File: src/design/pcr_regs.vh
// Register map, field positions and reset values of the loop control bank
`ifndef PCR_REGS_VH
`define PCR_REGS_VH

`define PCR_IDX_CTRL        8'h36
`define PCR_IDX_BWC         8'h37
`define PCR_IDX_MULH        8'h38
`define PCR_IDX_MULL        8'h39
`define PCR_IDX_RANGE       8'h3A
`define PCR_IDX_STATUS      8'h3B

`define PCR_ADDR_CTRL       10'h0D8
`define PCR_ADDR_BWC        10'h0DC
`define PCR_ADDR_MULH       10'h0E0
`define PCR_ADDR_MULL       10'h0E4
`define PCR_ADDR_RANGE      10'h0E8
`define PCR_ADDR_STATUS     10'h0EC

`define PCR_CTRL_IRQ_EN     7
`define PCR_CTRL_FLAG       6
`define PCR_CTRL_PWR        5
`define PCR_CTRL_BCS        4
`define PCR_CTRL_PRE_HI     3
`define PCR_CTRL_PRE_LO     2
`define PCR_CTRL_VPR_HI     1
`define PCR_CTRL_VPR_LO     0

`define PCR_BWC_AUTO        7
`define PCR_BWC_LOCK        6
`define PCR_BWC_TRACK       5

`define PCR_RST_PWR         1'b1
`define PCR_RST_MULL        8'h40
`define PCR_RST_MULH        4'h0
`define PCR_RST_RANGE       8'h40

`define PCR_SWITCH_CYCLES   3

`define PCR_RESP_OKAY       2'h0
`define PCR_RESP_SLVERR     2'h2

`endif

File: src/design/pcr_clock_switch.v
// Glitch-free base clock selector with hold and divide by two
`timescale 1ns/1ps
module pcr_clock_switch #(
    parameter HOLD_CYCLES = 3
) (
    // Clock and reset
    input  wire MCLK,
    input  wire RST,
    // Source tick enables and selection
    input  wire xtal_tick,
    input  wire vco_tick,
    input  wire select_vco,
    // Output
    output reg  base_clock,
    output wire switching
);
    localparam ST_RUN  = 2'h0;
    localparam ST_XOLD = 2'h1;
    localparam ST_XNEW = 2'h2;

    reg [1:0] state_reg;
    reg       cur_sel_reg;
    reg [2:0] cnt_reg;

    assign switching = (state_reg != ST_RUN);

    ////////////////////////////////////////////////////////////////////////////
    // Waits out old and new source ticks so the output never gets a runt edge
    always @(posedge MCLK) begin
        if (RST) begin
            state_reg   <= ST_RUN;
            cur_sel_reg <= 1'b0;
            cnt_reg     <= 3'h0;
            base_clock  <= 1'b0;
        end else begin
            case (state_reg)
                ST_RUN: begin
                    if (select_vco != cur_sel_reg) begin
                        state_reg <= ST_XOLD; // [RL9]
                        cnt_reg   <= 3'h0;
                    end else if (cur_sel_reg ? vco_tick : xtal_tick) begin
                        base_clock <= ~base_clock; // [RL8]
                    end
                end
                ST_XOLD: begin
                    if (cur_sel_reg ? vco_tick : xtal_tick) begin
                        if (cnt_reg == HOLD_CYCLES[2:0] - 3'h1) begin
                            state_reg   <= ST_XNEW;
                            cnt_reg     <= 3'h0;
                            cur_sel_reg <= select_vco;
                        end else begin
                            cnt_reg <= cnt_reg + 3'h1;
                        end
                    end
                end
                ST_XNEW: begin
                    if (cur_sel_reg ? vco_tick : xtal_tick) begin
                        if (cnt_reg == HOLD_CYCLES[2:0] - 3'h1) begin
                            state_reg <= ST_RUN;
                        end else begin
                            cnt_reg <= cnt_reg + 3'h1;
                        end
                    end
                end
                default: begin
                    state_reg <= ST_RUN;
                end
            endcase
        end
    end
endmodule

File: src/design/pcr_pll_bank.v
// Loop control register bank with AXI4-Lite slave
//
// Our own choice: the AXI4-Lite interface to the registers.
`timescale 1ns/1ps
// Summary of operation
// [RL1] Interrupt enable forced zero in manual mode
// [RL2] Lock toggle sets flag; flag and enable interrupt
// [RL3] Control read clears flag; writes never set
// [RL4] Manual mode reads flag and lock zero
// [RL5] Select forced clear when off or range zero
// [RL6] Select set holds power on
// [RL7] Software powers on before selecting loop clock
// [RL8] Select chooses loop or crystal clock halved
// [RL9] Output held still during source switchover
// [RL10] Prescaler locked while powered, reset clears
// [RL11] Range exponent locked while powered, reset clears
// [RL12] Software never programs exponent three
// [RL13] Multiplier bits locked while powered
// [RL14] Zero multiplier behaves as one
// [RL15] Multiplier resets to sixty-four
// [RL16] High multiplier upper nibble reads zero
// [RL17] Auto bandwidth bit read/write, reset clear
// [RL18] Auto mode lock bit read-only status
// [RL19] Software writes zero to lock position
// [RL20] Tracking bit status in auto, control manual
// [RL21] Manual tracking value kept across auto mode
// [RL22] Software clears tracking before powering manual loop
// [RL23] Stop clears select; stays clear after
`include "pcr_regs.vh"
module pcr_pll_bank #(
    parameter HOLD_CYCLES = `PCR_SWITCH_CYCLES
) (
    // Clock and reset
    input  wire        MCLK,
    input  wire        RST,
    // AXI4-Lite write address
    input  wire [9:0]  S_AXI_AWADDR,
    input  wire        S_AXI_AWVALID,
    output wire        S_AXI_AWREADY,
    // AXI4-Lite write data
    input  wire [31:0] S_AXI_WDATA,
    input  wire [3:0]  S_AXI_WSTRB,
    input  wire        S_AXI_WVALID,
    output wire        S_AXI_WREADY,
    // AXI4-Lite write response
    output reg  [1:0]  S_AXI_BRESP,
    output reg         S_AXI_BVALID,
    input  wire        S_AXI_BREADY,
    // AXI4-Lite read address
    input  wire [9:0]  S_AXI_ARADDR,
    input  wire        S_AXI_ARVALID,
    output wire        S_AXI_ARREADY,
    // AXI4-Lite read data
    output reg  [31:0] S_AXI_RDATA,
    output reg  [1:0]  S_AXI_RRESP,
    output reg         S_AXI_RVALID,
    input  wire        S_AXI_RREADY,
    // Loop status and clock sources
    input  wire        LOOP_LOCKED,
    input  wire        LOOP_TRACKING,
    input  wire        STOP_ENTRY,
    input  wire        XTAL_TICK,
    input  wire        VCO_TICK,
    // Loop control outputs
    output wire        PLL_IRQ,
    output wire        PLL_ENABLE,
    output wire        LOOP_TRACK_CMD,
    output wire        AUTO_BANDWIDTH,
    output wire [1:0]  PRESCALE,
    output wire [1:0]  RANGE_EXPONENT,
    output wire [7:0]  RANGE_MULT,
    output wire [11:0] FEEDBACK_DIV,
    output wire        BASE_CLOCK_OUT,
    output wire        SWITCHING
);
    ////////////////////////////////////////////////////////////////////////////
    // Registers
    reg        irq_en_reg;
    reg        flag_reg;
    reg        pwr_reg;
    reg        bcs_reg;
    reg [1:0]  pre_reg;
    reg [1:0]  vpr_reg;
    reg        auto_reg;
    reg        track_man_reg;
    reg [3:0]  mulh_reg;
    reg [7:0]  mull_reg;
    reg [7:0]  range_reg;
    reg        lock_d_reg;
    reg        aw_hold_reg;
    reg        w_hold_reg;
    reg [9:0]  aw_addr_reg;
    reg [31:0] w_data_reg;
    reg        w_lane0_reg;

    wire [7:0] wbyte;
    wire       do_write;
    wire       do_read;
    wire [9:0] waddr;
    wire       wr_ctrl;
    wire       wr_bwc;
    wire       wr_mulh;
    wire       wr_mull;
    wire       wr_range;
    wire       rd_ctrl;
    wire       lock_view;
    wire       track_view;
    wire [7:0] ctrl_view;
    wire [7:0] bwc_view;
    reg  [7:0] rd_byte;

    ////////////////////////////////////////////////////////////////////////////
    // Address decode shared by both channels
    function is_mapped;
        input [9:0] addr;
        begin
            is_mapped = (addr == `PCR_ADDR_CTRL) || (addr == `PCR_ADDR_BWC) ||
                        (addr == `PCR_ADDR_MULH) || (addr == `PCR_ADDR_MULL) ||
                        (addr == `PCR_ADDR_RANGE) || (addr == `PCR_ADDR_STATUS);
        end
    endfunction

    ////////////////////////////////////////////////////////////////////////////
    // Write channel: address and data latched independently, either order
    assign S_AXI_AWREADY = ~aw_hold_reg & ~S_AXI_BVALID;
    assign S_AXI_WREADY  = ~w_hold_reg & ~S_AXI_BVALID;
    assign do_write      = aw_hold_reg & w_hold_reg;
    assign waddr         = aw_addr_reg;
    assign wbyte         = w_data_reg[7:0];
    assign wr_ctrl  = do_write & w_lane0_reg & (waddr == `PCR_ADDR_CTRL);
    assign wr_bwc   = do_write & w_lane0_reg & (waddr == `PCR_ADDR_BWC);
    assign wr_mulh  = do_write & w_lane0_reg & (waddr == `PCR_ADDR_MULH);
    assign wr_mull  = do_write & w_lane0_reg & (waddr == `PCR_ADDR_MULL);
    assign wr_range = do_write & w_lane0_reg & (waddr == `PCR_ADDR_RANGE);

    always @(posedge MCLK) begin
        if (RST) begin
            aw_hold_reg  <= 1'b0;
            w_hold_reg   <= 1'b0;
            aw_addr_reg  <= 10'h000;
            w_data_reg   <= 32'h00000000;
            w_lane0_reg  <= 1'b0;
            S_AXI_BVALID <= 1'b0;
            S_AXI_BRESP  <= `PCR_RESP_OKAY;
        end else begin
            if (S_AXI_AWVALID && S_AXI_AWREADY) begin
                aw_hold_reg <= 1'b1;
                aw_addr_reg <= {S_AXI_AWADDR[9:2], 2'b00};
            end
            if (S_AXI_WVALID && S_AXI_WREADY) begin
                w_hold_reg  <= 1'b1;
                w_data_reg  <= S_AXI_WDATA;
                w_lane0_reg <= S_AXI_WSTRB[0];
            end
            if (do_write) begin
                aw_hold_reg  <= 1'b0;
                w_hold_reg   <= 1'b0;
                S_AXI_BVALID <= 1'b1;
                S_AXI_BRESP  <= is_mapped(waddr) ? `PCR_RESP_OKAY : `PCR_RESP_SLVERR;
            end else if (S_AXI_BVALID && S_AXI_BREADY) begin
                S_AXI_BVALID <= 1'b0;
            end
        end
    end

    ////////////////////////////////////////////////////////////////////////////
    // Read channel: one cycle to data
    assign S_AXI_ARREADY = ~S_AXI_RVALID;
    assign do_read       = S_AXI_ARVALID & S_AXI_ARREADY;
    assign rd_ctrl       = do_read & ({S_AXI_ARADDR[9:2], 2'b00} == `PCR_ADDR_CTRL);

    // Manual mode hides live loop status
    assign lock_view  = auto_reg & LOOP_LOCKED; // [RL4] [RL18]
    assign track_view = auto_reg ? LOOP_TRACKING : track_man_reg; // [RL20]
    assign ctrl_view  = {irq_en_reg & auto_reg, flag_reg & auto_reg, pwr_reg, bcs_reg,
                         pre_reg, vpr_reg}; // [RL1] [RL4]
    assign bwc_view   = {auto_reg, lock_view, track_view, 5'h00};

    always @* begin
        case ({S_AXI_ARADDR[9:2], 2'b00})
            `PCR_ADDR_CTRL:   rd_byte = ctrl_view;
            `PCR_ADDR_BWC:    rd_byte = bwc_view;
            `PCR_ADDR_MULH:   rd_byte = {4'h0, mulh_reg}; // [RL16]
            `PCR_ADDR_MULL:   rd_byte = mull_reg;
            `PCR_ADDR_RANGE:  rd_byte = range_reg;
            `PCR_ADDR_STATUS: rd_byte = {7'h00, SWITCHING};
            default:          rd_byte = 8'h00;
        endcase
    end

    always @(posedge MCLK) begin
        if (RST) begin
            S_AXI_RVALID <= 1'b0;
            S_AXI_RDATA  <= 32'h00000000;
            S_AXI_RRESP  <= `PCR_RESP_OKAY;
        end else if (do_read) begin
            S_AXI_RVALID <= 1'b1;
            S_AXI_RDATA  <= {24'h000000, rd_byte};
            S_AXI_RRESP  <= is_mapped({S_AXI_ARADDR[9:2], 2'b00}) ? `PCR_RESP_OKAY
                                                                  : `PCR_RESP_SLVERR;
        end else if (S_AXI_RREADY) begin
            S_AXI_RVALID <= 1'b0;
        end
    end

    ////////////////////////////////////////////////////////////////////////////
    // Control register
    always @(posedge MCLK) begin
        if (RST) begin
            irq_en_reg <= 1'b0;
            flag_reg   <= 1'b0;
            pwr_reg    <= `PCR_RST_PWR;
            bcs_reg    <= 1'b0;
            pre_reg    <= 2'b00; // [RL10]
            vpr_reg    <= 2'b00; // [RL11]
            lock_d_reg <= 1'b0;
        end else begin
            lock_d_reg <= LOOP_LOCKED;
            // Set beats the read clear so a toggle is never lost
            if (auto_reg && (LOOP_LOCKED != lock_d_reg)) begin
                flag_reg <= 1'b1; // [RL2]
            end else if (rd_ctrl) begin
                flag_reg <= 1'b0; // [RL3]
            end
            if (!auto_reg) begin
                irq_en_reg <= 1'b0; // [RL1]
            end else if (wr_ctrl) begin
                irq_en_reg <= wbyte[`PCR_CTRL_IRQ_EN];
            end
            if (wr_ctrl) begin
                // Power and select use pre-write values, so one write cannot do both
                if (!bcs_reg) begin
                    pwr_reg <= wbyte[`PCR_CTRL_PWR]; // [RL6] [RL7]
                end
                if (!pwr_reg) begin
                    pre_reg <= wbyte[`PCR_CTRL_PRE_HI:`PCR_CTRL_PRE_LO]; // [RL10]
                    vpr_reg <= wbyte[`PCR_CTRL_VPR_HI:`PCR_CTRL_VPR_LO]; // [RL11] [RL12]
                end
            end
            if (STOP_ENTRY || !pwr_reg || (range_reg == 8'h00)) begin
                bcs_reg <= 1'b0; // [RL5] [RL23]
            end else if (wr_ctrl) begin
                bcs_reg <= wbyte[`PCR_CTRL_BCS];
            end
        end
    end

    ////////////////////////////////////////////////////////////////////////////
    // Bandwidth, multiplier and range registers
    always @(posedge MCLK) begin
        if (RST) begin
            auto_reg      <= 1'b0; // [RL17]
            track_man_reg <= 1'b0; // [RL20]
            mulh_reg      <= `PCR_RST_MULH; // [RL15]
            mull_reg      <= `PCR_RST_MULL; // [RL15]
            range_reg     <= `PCR_RST_RANGE;
        end else begin
            if (wr_bwc) begin
                auto_reg <= wbyte[`PCR_BWC_AUTO]; // [RL17]
                // Lock position write is a test hook and is dropped
                if (!auto_reg) begin
                    track_man_reg <= wbyte[`PCR_BWC_TRACK]; // [RL19] [RL20] [RL21] [RL22]
                end
            end
            if (!pwr_reg) begin
                if (wr_mulh) begin
                    mulh_reg <= wbyte[3:0]; // [RL13]
                end
                if (wr_mull) begin
                    mull_reg <= wbyte; // [RL13]
                end
                if (wr_range) begin
                    range_reg <= wbyte;
                end
            end
        end
    end

    ////////////////////////////////////////////////////////////////////////////
    // Outputs to the analog loop
    assign PLL_IRQ        = flag_reg & irq_en_reg & auto_reg; // [RL2]
    assign PLL_ENABLE     = pwr_reg & (range_reg != 8'h00);
    assign LOOP_TRACK_CMD = track_man_reg;
    assign AUTO_BANDWIDTH = auto_reg;
    assign PRESCALE       = pre_reg;
    assign RANGE_EXPONENT = vpr_reg;
    assign RANGE_MULT     = range_reg;
    assign FEEDBACK_DIV   = ({mulh_reg, mull_reg} == 12'h000) ? 12'h001
                                                                : {mulh_reg, mull_reg}; // [RL14]

    pcr_clock_switch #(
        .HOLD_CYCLES (HOLD_CYCLES)
    ) u_switch (
        .MCLK       (MCLK),
        .RST        (RST),
        .xtal_tick  (XTAL_TICK),
        .vco_tick   (VCO_TICK),
        .select_vco (bcs_reg), // [RL8]
        .base_clock (BASE_CLOCK_OUT),
        .switching  (SWITCHING) // [RL9]
    );
endmodule

File: config.mk
export PLATFORM = sky130hd
export DESIGN_NAME = pcr_pll_bank
export DESIGN_NICKNAME = d
export VERILOG_FILES = /design/src/design/pcr_clock_switch.v /design/src/design/pcr_pll_bank.v
export VERILOG_INCLUDE_DIRS = /design/src /design/src/design
export SDC_FILE = /design/constraint.sdc
export NUM_CORES = 1
export LEC_CHECK = 0
export ABC_CLOCK_PERIOD_IN_PS = 5300
export BUFFER_PORTS_ARGS = -buffer_cell sky130_fd_sc_hd__buf_2
export CAP_MARGIN = 10
export CORE_ASPECT_RATIO = 0.7
export CORE_MARGIN = 5
export CORE_UTILIZATION = 52
export CTS_CLUSTER_SIZE = 25
export DETAILED_ROUTE_END_ITERATION = 8
export GPL_TIMING_DRIVEN = 0
export HOLD_SLACK_MARGIN = 0.1
export PLACE_DENSITY = 0.95
export SYNTH_ARGS = -nofsm -noshare
export SYNTH_HDL_FRONTEND = slang
export SYNTH_SLANG_ARGS = --single-unit
File: constraint.sdc
create_clock -name MCLK -period 5.3 [get_ports MCLK]
set_input_delay 0.795 -clock MCLK [delete_from_list [all_inputs] [get_ports MCLK]]
set_output_delay 0.795 -clock MCLK [all_outputs]
set_load 0.005 [all_outputs]
==> summary.md, run 1 <==
| Metric | Value |
|---|---|
| Clk root buf | clkbuf_8 |
| Die X | 106 um |
| Largest cells by area after synthesis | dfxtp_1, mux2i_1, nand2_1 |
| Final min period | 2190 ps |
| Endpoints failing setup | 0 |
| Post-Layout Inst Area | 4180 um2 |
| Max cap viols | 0 |
| Die Area | 8170 um2 |
| Row count | 24 |
| Pleak | 2.03 nW |
| Initial DRC Count | 246 |
| Worst r2r src | aw_addr_reg[8] |
| Post-route ant nets | 0 |
| Register area | 1380 um2 |
| Flops & latches, synth | 69 |
| CTS H-tree lvls | 3 |
| Mean Syn Cell Area | 8.54 um2 |
| Synth Flop Type | dfxtp_1 |
| Vias in the first global route | 3160 |
| FMAX | 456 MHz |
| Post-Syn Instances | 392 |
| Number of port buffers | 79 |
| Fin. Hold Viols | 0 |
| Post-synth EDFFs | 0 |
| CTS tree | yes |
| Fraction of layout cells with a size suffix above 1 | 26.6% |
| WL per Instance | 15.4 um |
| DRC Markers | 0 |
| WP data required | 4510 ps |
| Setup TNS | 0 ps |
| Overall routing resource usage | 23.3% |
| Post-CTS Setup Inserts | 0 |
| Setup Skew | 13.6 ps |
| Reg clk slew, reported paths | 70 ps |
| Yosys Warn Count | 0 |
| CP delay by family, top | flip-flops |
| Fin Hold WS | 462 ps |
| Cells along the critical path | a21boi_0 > buf_2 |
| Sequential share of the synthesized area | 41.3% |
| Vias | 3128 |
| Worst Hold Launch | S_AXI_RRESP[1] |
| Drt first pass iters | 5 |
| RSZ-0062 raised after global routing | false |
| Min-Delay Path Depth | 2 |
| CTS Hold Bufs | 0 |
| Slew Limit Fails | 0 |
| Post-synth cell types | 49 |
| Max stage delay on crit path | 530 ps |
| Worst skew pair latency | 360 ps |
| Pin count of the biggest net entering global routing | 13 |
| CTS Sinks | 69 |
| Max Buffers Root-to-Sink | 2 |
| CP Buf/Inv Count | 1 |
| Fin crit share | 41.3% |
| CP Max Fanout | 8 |
| Peak supply drop | 0.237 mV |
| Startpoint Class | register |
| Synth-to-Final Area Change | 25.0% |
| CTS Buf Count | 9 |
| Antenna diodes | 0 |
| DP HPWL | 7.01 mm |
| Ports | 139 |
| R2R depth | 5 |
| Initial antenna violation count | 0 |
| Endpoint, Worst Hold | S_AXI_RRESP[1] |
| Area after DPL | 3930 um2 |
| Cell taking the most area after synthesis | dfxtp_1 |
| Status | finished, final reports clean |
| Rel. slew slack | 61.5% |
| Die H | 77.1 um |
| Global-route wire length before repair | 15.2 mm |
| DR vias/cell | 5.30 |
| Synth top area share | 41.3% |
| # fillers | 504 |
| Min-Delay Path Class | register to register |
| Core area | 6250 um2 |
| Crit path kind | register to primary output |
| Crit path arrival time | 1400 ps |
| GRT overflow | 0 |
| Starting Density | 53.6% |
| Nets | 582 |
| Crit end category | primary output |
| Reg2Reg Capture Point | mull_reg[6] |
| CP max-delay cell | dfxtp_1 |
| Post-synthesis cell area | 3350 um2 |
| Slew @ Worst Pin | 577 ps |
| PwrDens | 286 nW/um2 |
| Post-Route WL | 9.11 mm |
| Ys async rst share | 0% |
| Multi-input gate area | 1700 um2 |
| CTS-repair resized insts | 0 |
| Flop-to-flop setup slack | 3400 ps |
| Gpl congestion | 0.887 |
layer usage:
metal  track usage [%]  up-vias  part of all wire (%)
met3              9.31       21                    10
li1                  -     1512                     -
met5                 0        -                     0
met4              7.89        0                   2.0
met1              28.8     1443                    42
met2              37.1      152                    46
area by class of cell:
cell class | count | area share, %
plain buffers | 53 | 7.81
clock buffers | 11 | 3.38
clock inverters | 5 | 2.57
inverters | 8 | 0.718
multi-input cells | 287 | 40.7
flip-flops and latches | 69 | 33.0
well taps | 78 | 2.33
repair buffers | 79 | 9.45
synth_stat cells (2+ instances only):
master     n
a211o_1    2
a211oi_1   2
a21oi_1   30
a22o_1     3
a22oi_1    5
a32o_1     2
and2_1     4
and3_1     4
and3b_1    2
and4bb_2   2
buf_2      3
buf_4     27
buf_6      3
clkbuf_1  20
dfxtp_1   69
ha_1       7
inv_1      8
mux2_2     2
mux2i_1   30
nand2_1   58
nand2b_1   2
nand3_1    3
nand3b_1   2
nor2_1    45
nor2b_1    8
nor3_1     5
nor4_1     4
o21ai_0   15
or3_1      3
or4_1      2
xnor2_1    2
report_power, final:
part,switching (mW),internal [mW],total (mW)
logic,0.0619,0.0514,0.113
clock network,0.203,0.327,0.530
registers,0.0170,0.534,0.551
total,0.282,0.913,1.19
per-stage QoR:
stage | utilization, % | worst slack [ps] | power (mW) | instances
after floorplan | - | 3210 | 0.632 | 417
after global placement | 63.0 | 2960 | 0.666 | 574
after detailed placement | 63.0 | 2900 | 0.673 | 574
after CTS | 67.0 | 3110 | 1.20 | 590
after global routing | 67.0 | 2940 | 1.24 | 590
final | 67.0 | 3110 | 1.19 | 590
cell usage in the layout, fill, tap and decap left out, drive strengths merged, types with 3 or more instances in the layout:
| cell type | n |
|---|---|
| nor2 | 45 |
| bufinv | 3 |
| or3 | 3 |
| nor4 | 5 |
| conb | 26 |
| nand3 | 3 |
| nand3b | 3 |
| clkbuf | 31 |
| ha | 7 |
| a22oi | 5 |
| nand2 | 58 |
| nor2b | 8 |
| mux2i | 30 |
| buf | 112 |
| inv | 8 |
| o21ai | 16 |
| nor3 | 5 |
| dfxtp | 69 |
| and3 | 4 |
| and2 | 4 |
| a21oi | 30 |
| a22o | 3 |
worst register-to-register path, stage by stage, from the launching register on:
cell      delay (ps)
dfxtp_1          320
and4bb_2         360
nand3b_4         120
or4_1            490
buf_4            210
a211o_1          300
logic make-up after synthesis:
family / Yosys count / share of synthesized area (%)
flops: 69 / 41.3
xor+xnor: 3 / 0.785
other cells: 1 / 0.112
fa+ha+maj: 7 / 2.62
simple gates: 150 / 21.9
buf+inv: 61 / 10.7
mux: 33 / 10.3
compound gates: 68 / 12.3
worst max path at each step:
stage | endpoint | slack, ps | start | depth (start not counted)
2_1_floorplan | S_AXI_RDATA[6] | 3210 | S_AXI_ARADDR[8] | 6
3_3_place_gp | S_AXI_RDATA[3] | 2960 | S_AXI_ARADDR[8] | 7
3_5_place_dp | S_AXI_RDATA[2] | 2900 | S_AXI_ARADDR[8] | 7
4_1_cts | FEEDBACK_DIV[0] | 3110 | mull_reg[4] | 3
5_1_grt | FEEDBACK_DIV[0] | 2940 | mull_reg[4] | 3
6_report | PLL_ENABLE | 3110 | pwr_reg | 2
No activity file was read; power rests on OpenSTA's default activity.
==> inputs of run 2 (changes only) <==
--- a/config.mk
+++ b/config.mk
@@ -6,17 +6,18 @@
 export SDC_FILE = /design/constraint.sdc
 export NUM_CORES = 1
 export LEC_CHECK = 0
-export ABC_CLOCK_PERIOD_IN_PS = 5300
+export ABC_AREA = 1
+export ABC_CLOCK_PERIOD_IN_PS = 2100
 export BUFFER_PORTS_ARGS = -buffer_cell sky130_fd_sc_hd__buf_2
 export CAP_MARGIN = 10
 export CORE_ASPECT_RATIO = 0.7
 export CORE_MARGIN = 5
-export CORE_UTILIZATION = 52
+export CORE_UTILIZATION = 49
 export CTS_CLUSTER_SIZE = 25
 export DETAILED_ROUTE_END_ITERATION = 8
 export GPL_TIMING_DRIVEN = 0
 export HOLD_SLACK_MARGIN = 0.1
-export PLACE_DENSITY = 0.95
+export PLACE_DENSITY = 0.93
 export SYNTH_ARGS = -nofsm -noshare
 export SYNTH_HDL_FRONTEND = slang
 export SYNTH_SLANG_ARGS = --single-unit
==> constraint.sdc (replaced) <==
create_clock -name MCLK -period 2.1 [get_ports MCLK]
set_input_delay 0.315 -clock MCLK [delete_from_list [all_inputs] [get_ports MCLK]]
set_output_delay 0.315 -clock MCLK [all_outputs]
set_load 0.005 [all_outputs]
==> summary.md, run 2 <==
| Metric | Value |
|---|---|
| Startpoint Class | register |
| Clock share of power | 41.6% |
| Antenna diodes | 0 |
| Int Power | 2.46 mW |
| Commonest cells after routing, fill and taps aside | buf_2, dfxtp_1, nand2_1 |
| Cells along the critical path | inv_1 > nand4_1 > o41ai_1 > buf_2 |
| RSZ-0062 raised after global routing | false |
| Post-synthesis cell area | 3520 um2 |
| Ys async rst share | 0% |
| Final min period | 1770 ps |
| Starting Density | 51.1% |
| Max cap viols | 0 |
| Die Area | 9000 um2 |
| Met3 usage | 7.37% |
| DP HPWL | 7.85 mm |
| Largest cells by area after synthesis | dfxtp_1, o21ai_0, nand2_1 |
| Flops & latches, synth | 69 |
| Multi-input gate area | 1690 um2 |
| DR vias/cell | 5.04 |
| Worst skew pair latency | 350 ps |
| Synth Flop Type | dfxtp_1 |
| Yosys Warn Count | 0 |
| Vias in the first global route | 3358 |
| CP Max Fanout | 3 |
| Initial DRC Count | 305 |
| Worst r2r src | u_switch.state_reg[1] |
| Mean Syn Cell Area | 7.31 um2 |
| Grt met2 use | 36.5% |
| WP data required | 1780 ps |
| Setup crit end | FEEDBACK_DIV[0] |
| CTS tree | yes |
| Commonest non-fill, non-tap cell in the layout | buf_2 |
| CTS Hold Bufs | 0 |
| Initial antenna violation count | 0 |
| Nets | 673 |
| Synth-to-Final Area Change | 24.9% |
| Synth top area share | 39.3% |
| Min-Delay Path Class | primary input to register |
| Critical path startpoint | mulh_reg[0] |
| Post-synth EDFFs | 0 |
| Overall routing resource usage | 22.4% |
| Status | finished, final reports clean |
| Reg2Reg Capture Point | u_switch.cnt_reg[2] |
| R2R depth | 8 |
| # fillers | 610 |
| Slew @ Worst Pin | 779 ps |
| Register area | 1380 um2 |
| Die H | 80.9 um |
| Cell taking the most area after synthesis | dfxtp_1 |
| Die X | 111 um |
| GRT overflow | 0 |
| Post-synth cell types | 40 |
| Global-route wire length before repair | 16.1 mm |
| Fin. Hold Viols | 0 |
| CTS Sinks | 69 |
| Top cells by count, synth | dfxtp_1, nand2_1, inv_1, nor2_1, o21ai_0 |
| Row count | 25 |
| GR Layer Usage met1 | 29.0% |
| Flop-to-flop setup slack | 370 ps |
| FMAX | 564 MHz |
| Endpoints failing setup | 0 |
| Clk root buf | clkbuf_8 |
| CTS-repair resized insts | 0 |
| Post-CTS Setup Inserts | 0 |
| CTS Buf Count | 9 |
| Vias | 3510 |
| Pin count of the biggest net entering global routing | 12 |
| Setup Skew | 7.63 ps |
| Reg clk slew, reported paths | 80 ps |
| Sequential share of the synthesized area | 39.3% |
| Max stage delay on crit path | 370 ps |
| Post-Syn Instances | 481 |
| CTS H-tree lvls | 3 |
| Crit path arrival time | 1460 ps |
| Seq pwr share | 43.4% |
| Pleak | 2.11 nW |
| Switching Power | 0.869 mW |
| DRC Markers | 0 |
| Slew Limit Fails | 0 |
| Crit end category | primary output |
| Setup TNS | 0 ps |
| Peak supply drop | 0.442 mV |
| Net Sw Frac | 26.1% |
| Ports | 139 |
| Fraction of layout cells with a size suffix above 1 | 26.2% |
| GRT busiest layer | met2 |
| Dominant cell by count in the synthesized netlist | dfxtp_1 |
| Comb pwr share | 15.0% |
| Drt first pass iters | 5 |
| Post-Route WL | 10.0 mm |
| Gpl congestion | 0.908 |
| CP max-delay cell | o41ai_1 |
| Post-route ant nets | 0 |
| Fin crit share | 84.4% |
| WL per Instance | 14.4 um |
| PwrDens | 758 nW/um2 |
| Rel. slew slack | 48.1% |
| Final design utilization | 63.9% |
| Max Buffers Root-to-Sink | 2 |
| Number of port buffers | 81 |
| Core area | 6880 um2 |
| Crit path kind | register to primary output |
| Worst Hold Launch | S_AXI_BREADY |
## run 2: cell count changes after synthesis, moves of 4 or more
| cell | previous run | this run |
|---|---|---|
| nand2_1 | 58 | 63 |
| nor2b_1 | 8 | 0 |
| nor2_1 | 45 | 54 |
| nand3_1 | 3 | 32 |
| inv_1 | 8 | 59 |
| and3_1 | 4 | 0 |
| nand4_1 | 1 | 8 |
| o21ai_0 | 15 | 49 |
| nor2_2 | 0 | 6 |
| a21oi_1 | 30 | 36 |
| a211oi_2 | 0 | 7 |
| a22oi_1 | 5 | 0 |
| mux2i_1 | 30 | 0 |
## run 2: through the flow
stage / power, mW / setup WS, ps / std cells / area [um2] / hold WS, ps
2_1_floorplan: 1.79 / 661 / 506 / 3610 / 416
3_3_place_gp: 1.93 / 539 / 681 / 4140 / 436
3_5_place_dp: 1.96 / 385 / 681 / 4140 / 457
4_1_cts: 3.33 / 322 / 697 / 4390 / 147
5_1_grt: 3.47 / 130 / 697 / 4390 / 143
6_report: 3.33 / 327 / 697 / 4390 / 162
## run 2: worst max-delay path: cells and delay by family, from the launching register on
kind	cells	cell delay (ps)
and+or+nand+nor	1	110
buffers and inverters	2	280
AOI/OAI and AO/OA	1	370
DFF	1	350
## run 2: cells by family after synthesis
kind of cell,count (synthesis),share of synthesized area [%]
adders and majority gates,7,2.49
xor gates and xnor gates,1,0.249
and+or+nand+nor,183,24.6
other,1,0.107
buffers and inverters,113,15.5
AOI/OAI and AO/OA,107,17.8
DFF,69,39.3
## run 2: power by group through the flow
stage	Clock [mW]	Sequential (mW)	Combinational, mW
floorplan	0	1.46	0.338
global placement	0	1.47	0.462
detailed placement	0	1.47	0.489
CTS	1.40	1.44	0.493
global route	1.46	1.45	0.563
finish	1.39	1.45	0.500
## run 2: worst min path at each step
stage                endpoint  slack [ps]  depth (start not counted)
2_1_floorplan    S_AXI_BVALID         420                          1
3_3_place_gp       irq_en_reg         440                          2
3_5_place_dp   S_AXI_RDATA[7]         460                          2
4_1_cts          S_AXI_BVALID         150                          2
5_1_grt          S_AXI_BVALID         140                          2
6_report         S_AXI_BVALID         160                          2
## run 2: area by class of cell
class                      count  area share [%]
tap                           94            2.68
sequential                    69            31.4
buffer                        51            7.09
timing repair buffer          81            9.23
clock inverter                 3            2.05
inverter                      62            5.32
clock buffer                  13            3.84
multi-input combinational    324            38.4
## run 2: metal layers
layer | up-vias | part of all wire (%) | wire length, um
met1 | 1575 | 43 | 4280
met5 | - | 0 | 0
met4 | 0 | 1.5 | 148
li1 | 1749 | - | -
met3 | 21 | 11 | 1090
met2 | 165 | 45 | 4520
==> inputs of run 3 (changes only) <==
--- a/config.mk
+++ b/config.mk
@@ -6,18 +6,18 @@
 export SDC_FILE = /design/constraint.sdc
 export NUM_CORES = 1
 export LEC_CHECK = 0
-export ABC_AREA = 1
-export ABC_CLOCK_PERIOD_IN_PS = 2100
+export ABC_AREA = 0
+export ABC_CLOCK_PERIOD_IN_PS = 1400
 export BUFFER_PORTS_ARGS = -buffer_cell sky130_fd_sc_hd__buf_2
 export CAP_MARGIN = 10
 export CORE_ASPECT_RATIO = 0.7
 export CORE_MARGIN = 5
-export CORE_UTILIZATION = 49
+export CORE_UTILIZATION = 43
 export CTS_CLUSTER_SIZE = 25
 export DETAILED_ROUTE_END_ITERATION = 8
 export GPL_TIMING_DRIVEN = 0
 export HOLD_SLACK_MARGIN = 0.1
-export PLACE_DENSITY = 0.93
+export PLACE_DENSITY = 0.88
 export SYNTH_ARGS = -nofsm -noshare
 export SYNTH_HDL_FRONTEND = slang
 export SYNTH_SLANG_ARGS = --single-unit
==> constraint.sdc (replaced) <==
create_clock -name MCLK -period 1.4 [get_ports MCLK]
set_input_delay 0.21 -clock MCLK [delete_from_list [all_inputs] [get_ports MCLK]]
set_output_delay 0.21 -clock MCLK [all_outputs]
set_load 0.005 [all_outputs]
==> summary.md, run 3 (synthesis results as in run 1) <==
| Metric | Value |
|---|---|
| Status | finished, violations left |
| Failing checks | negative setup slack |
| Die Area | 9680 um2 |
| DP HPWL | 7.22 mm |
| Reg clk slew, reported paths | 80 ps |
| Fraction of layout cells with a size suffix above 1 | 39.5% |
| Clk root buf | clkbuf_8 |
| PwrDens | 851 nW/um2 |
| Max cap viols | 0 |
| WL per Instance | 18.2 um |
| Die X | 115 um |
| RSZ-0062 raised after global routing | true |
| CTS Sinks | 69 |
| Crit end category | register |
| DRC Markers | 0 |
| Worst Setup Slack, final | -481 ps |
| Crit path kind | register to register |
| Max Buffers Root-to-Sink | 2 |
| Min-Delay Path Class | primary input to register |
| Slew Limit Fails | 0 |
| Drt first pass iters | 5 |
| Met2 Routed Length | 5.31 mm |
| Core area | 7450 um2 |
| Overall routing resource usage | 21.5% |
| CTS tree | yes |
| WP data required | 1610 ps |
| Ports | 139 |
| Top layer reached by signal wires | met4 |
| DR vias/cell | 5.43 |
| Commonest non-fill, non-tap cell in the layout | buf_2 |
| Global-route wire length before repair | 16.4 mm |
| Starting Density | 44.9% |
| CTS H-tree lvls | 3 |
| Post-Route WL | 11.8 mm |
| Pleak | 2.24 nW |
| Post-route ant nets | 0 |
| Area after DPL | 4030 um2 |
| Final min period | 1880 ps |
| Vias | 3512 |
| CP Max Fanout | 6 |
| Fin crit share | 134% |
| Fin Hold WS | 99.6 ps |
| Setup Skew | 7.82 ps |
| Fin. Hold Viols | 0 |
| Slew @ Worst Pin | 629 ps |
| Nets | 619 |
| Final design utilization | 64.7% |
| Routed wire length on met3 | 1.38 mm |
| Rel. slew slack | 58.1% |
| Pin count of the biggest net entering global routing | 13 |
| Die H | 83.8 um |
| GRT overflow | 0 |
| Synth-to-Final Area Change | 43.9% |
| Antenna diodes | 0 |
| Register area | 1420 um2 |
| Met1 Wirelength | 4.49 mm |
| CTS Buf Count | 9 |
| FMAX | 532 MHz |
| Gpl congestion | 0.885 |
| Startpoint Class | register |
| Vias in the first global route | 3268 |
| Initial antenna violation count | 0 |
| Commonest cells after routing, fill and taps aside | buf_2, nand2_1, dfxtp_1 |
| Initial DRC Count | 337 |
| Endpoints failing setup | 37 |
| # fillers | 578 |
| Peak supply drop | 0.577 mV |
| Post-Layout Inst Area | 4820 um2 |
| Crit path arrival time | 2090 ps |
| Number of port buffers | 79 |
| Multi-input gate area | 1990 um2 |
| Row count | 26 |
| Worst skew pair latency | 350 ps |
run 3: critical path: stages, from the launching register on:
cell and delay [ps]:
dfxtp_2 320, and4bb_2 340, nand3b_4 130, or4_4 590, mux2i_1 240, nor2_1 100
run 3: power breakdown:
group	switching [mW]	leakage (nW)	internal, mW	total, mW
sequential	0.0675	0.568	2.01	2.08
clock	0.789	0.0808	0.628	1.42
combinational	0.306	1.59	0.298	0.604
total	1.16	2.24	2.94	4.10
run 3: routing by layer:
metal | GRT usage, % | vias up
met3 | 5.72 | 62
met4 | 11.9 | 0
li1 | - | 1592
met2 | 33.8 | 262
met5 | 0 | -
met1 | 26.4 | 1596
run 3: cell type report:
class / count / share of cell area (%)
plain buffers: 49 / 6.52
repair buffers: 118 / 15.9
inverters: 8 / 0.779
multi-input cells: 289 / 41.4
well taps: 98 / 2.55
clock buffers: 9 / 2.57
clock inverters: 7 / 0.883
flip-flops and latches: 69 / 29.4
run 3: path summary, 6_finish.rpt:
path / start / to / slack, ps / depth (start not counted)
setup / recovery: aw_addr_reg[9] / mull_reg[0] / -480 / 5
hold / removal: S_AXI_AWADDR[6] / aw_addr_reg[6] / 100 / 3
setup reg to reg: aw_addr_reg[9] / mull_reg[0] / -480 / 5
hold reg to reg: S_AXI_RDATA[2] / S_AXI_RDATA[2] / 450 / 2
run 3: timing repair:
| action | in CTS | in global routing |
|---|---|---|
| hold buffers | 17 | 0 |
| gates resized for setup | 30 | 47 |
| buffers inserted | 15 | 7 |
| setup endpoints to repair | 38 | 60 |
| endpoints found under the hold margin | 17 | 0 |
| cloned | 1 | 1 |
| pin swaps | 9 | 13 |
run 3: stage by stage:
stage	cells	setup TNS (ps)	power (mW)	worst slack (ps)
after floorplan	417	-5270	2.41	-349
after global placement	594	-9260	2.54	-393
after detailed placement	594	-10920	2.56	-414
after CTS	641	-7710	4.04	-372
after global routing	647	-11380	4.25	-521
final	647	-9870	4.10	-481
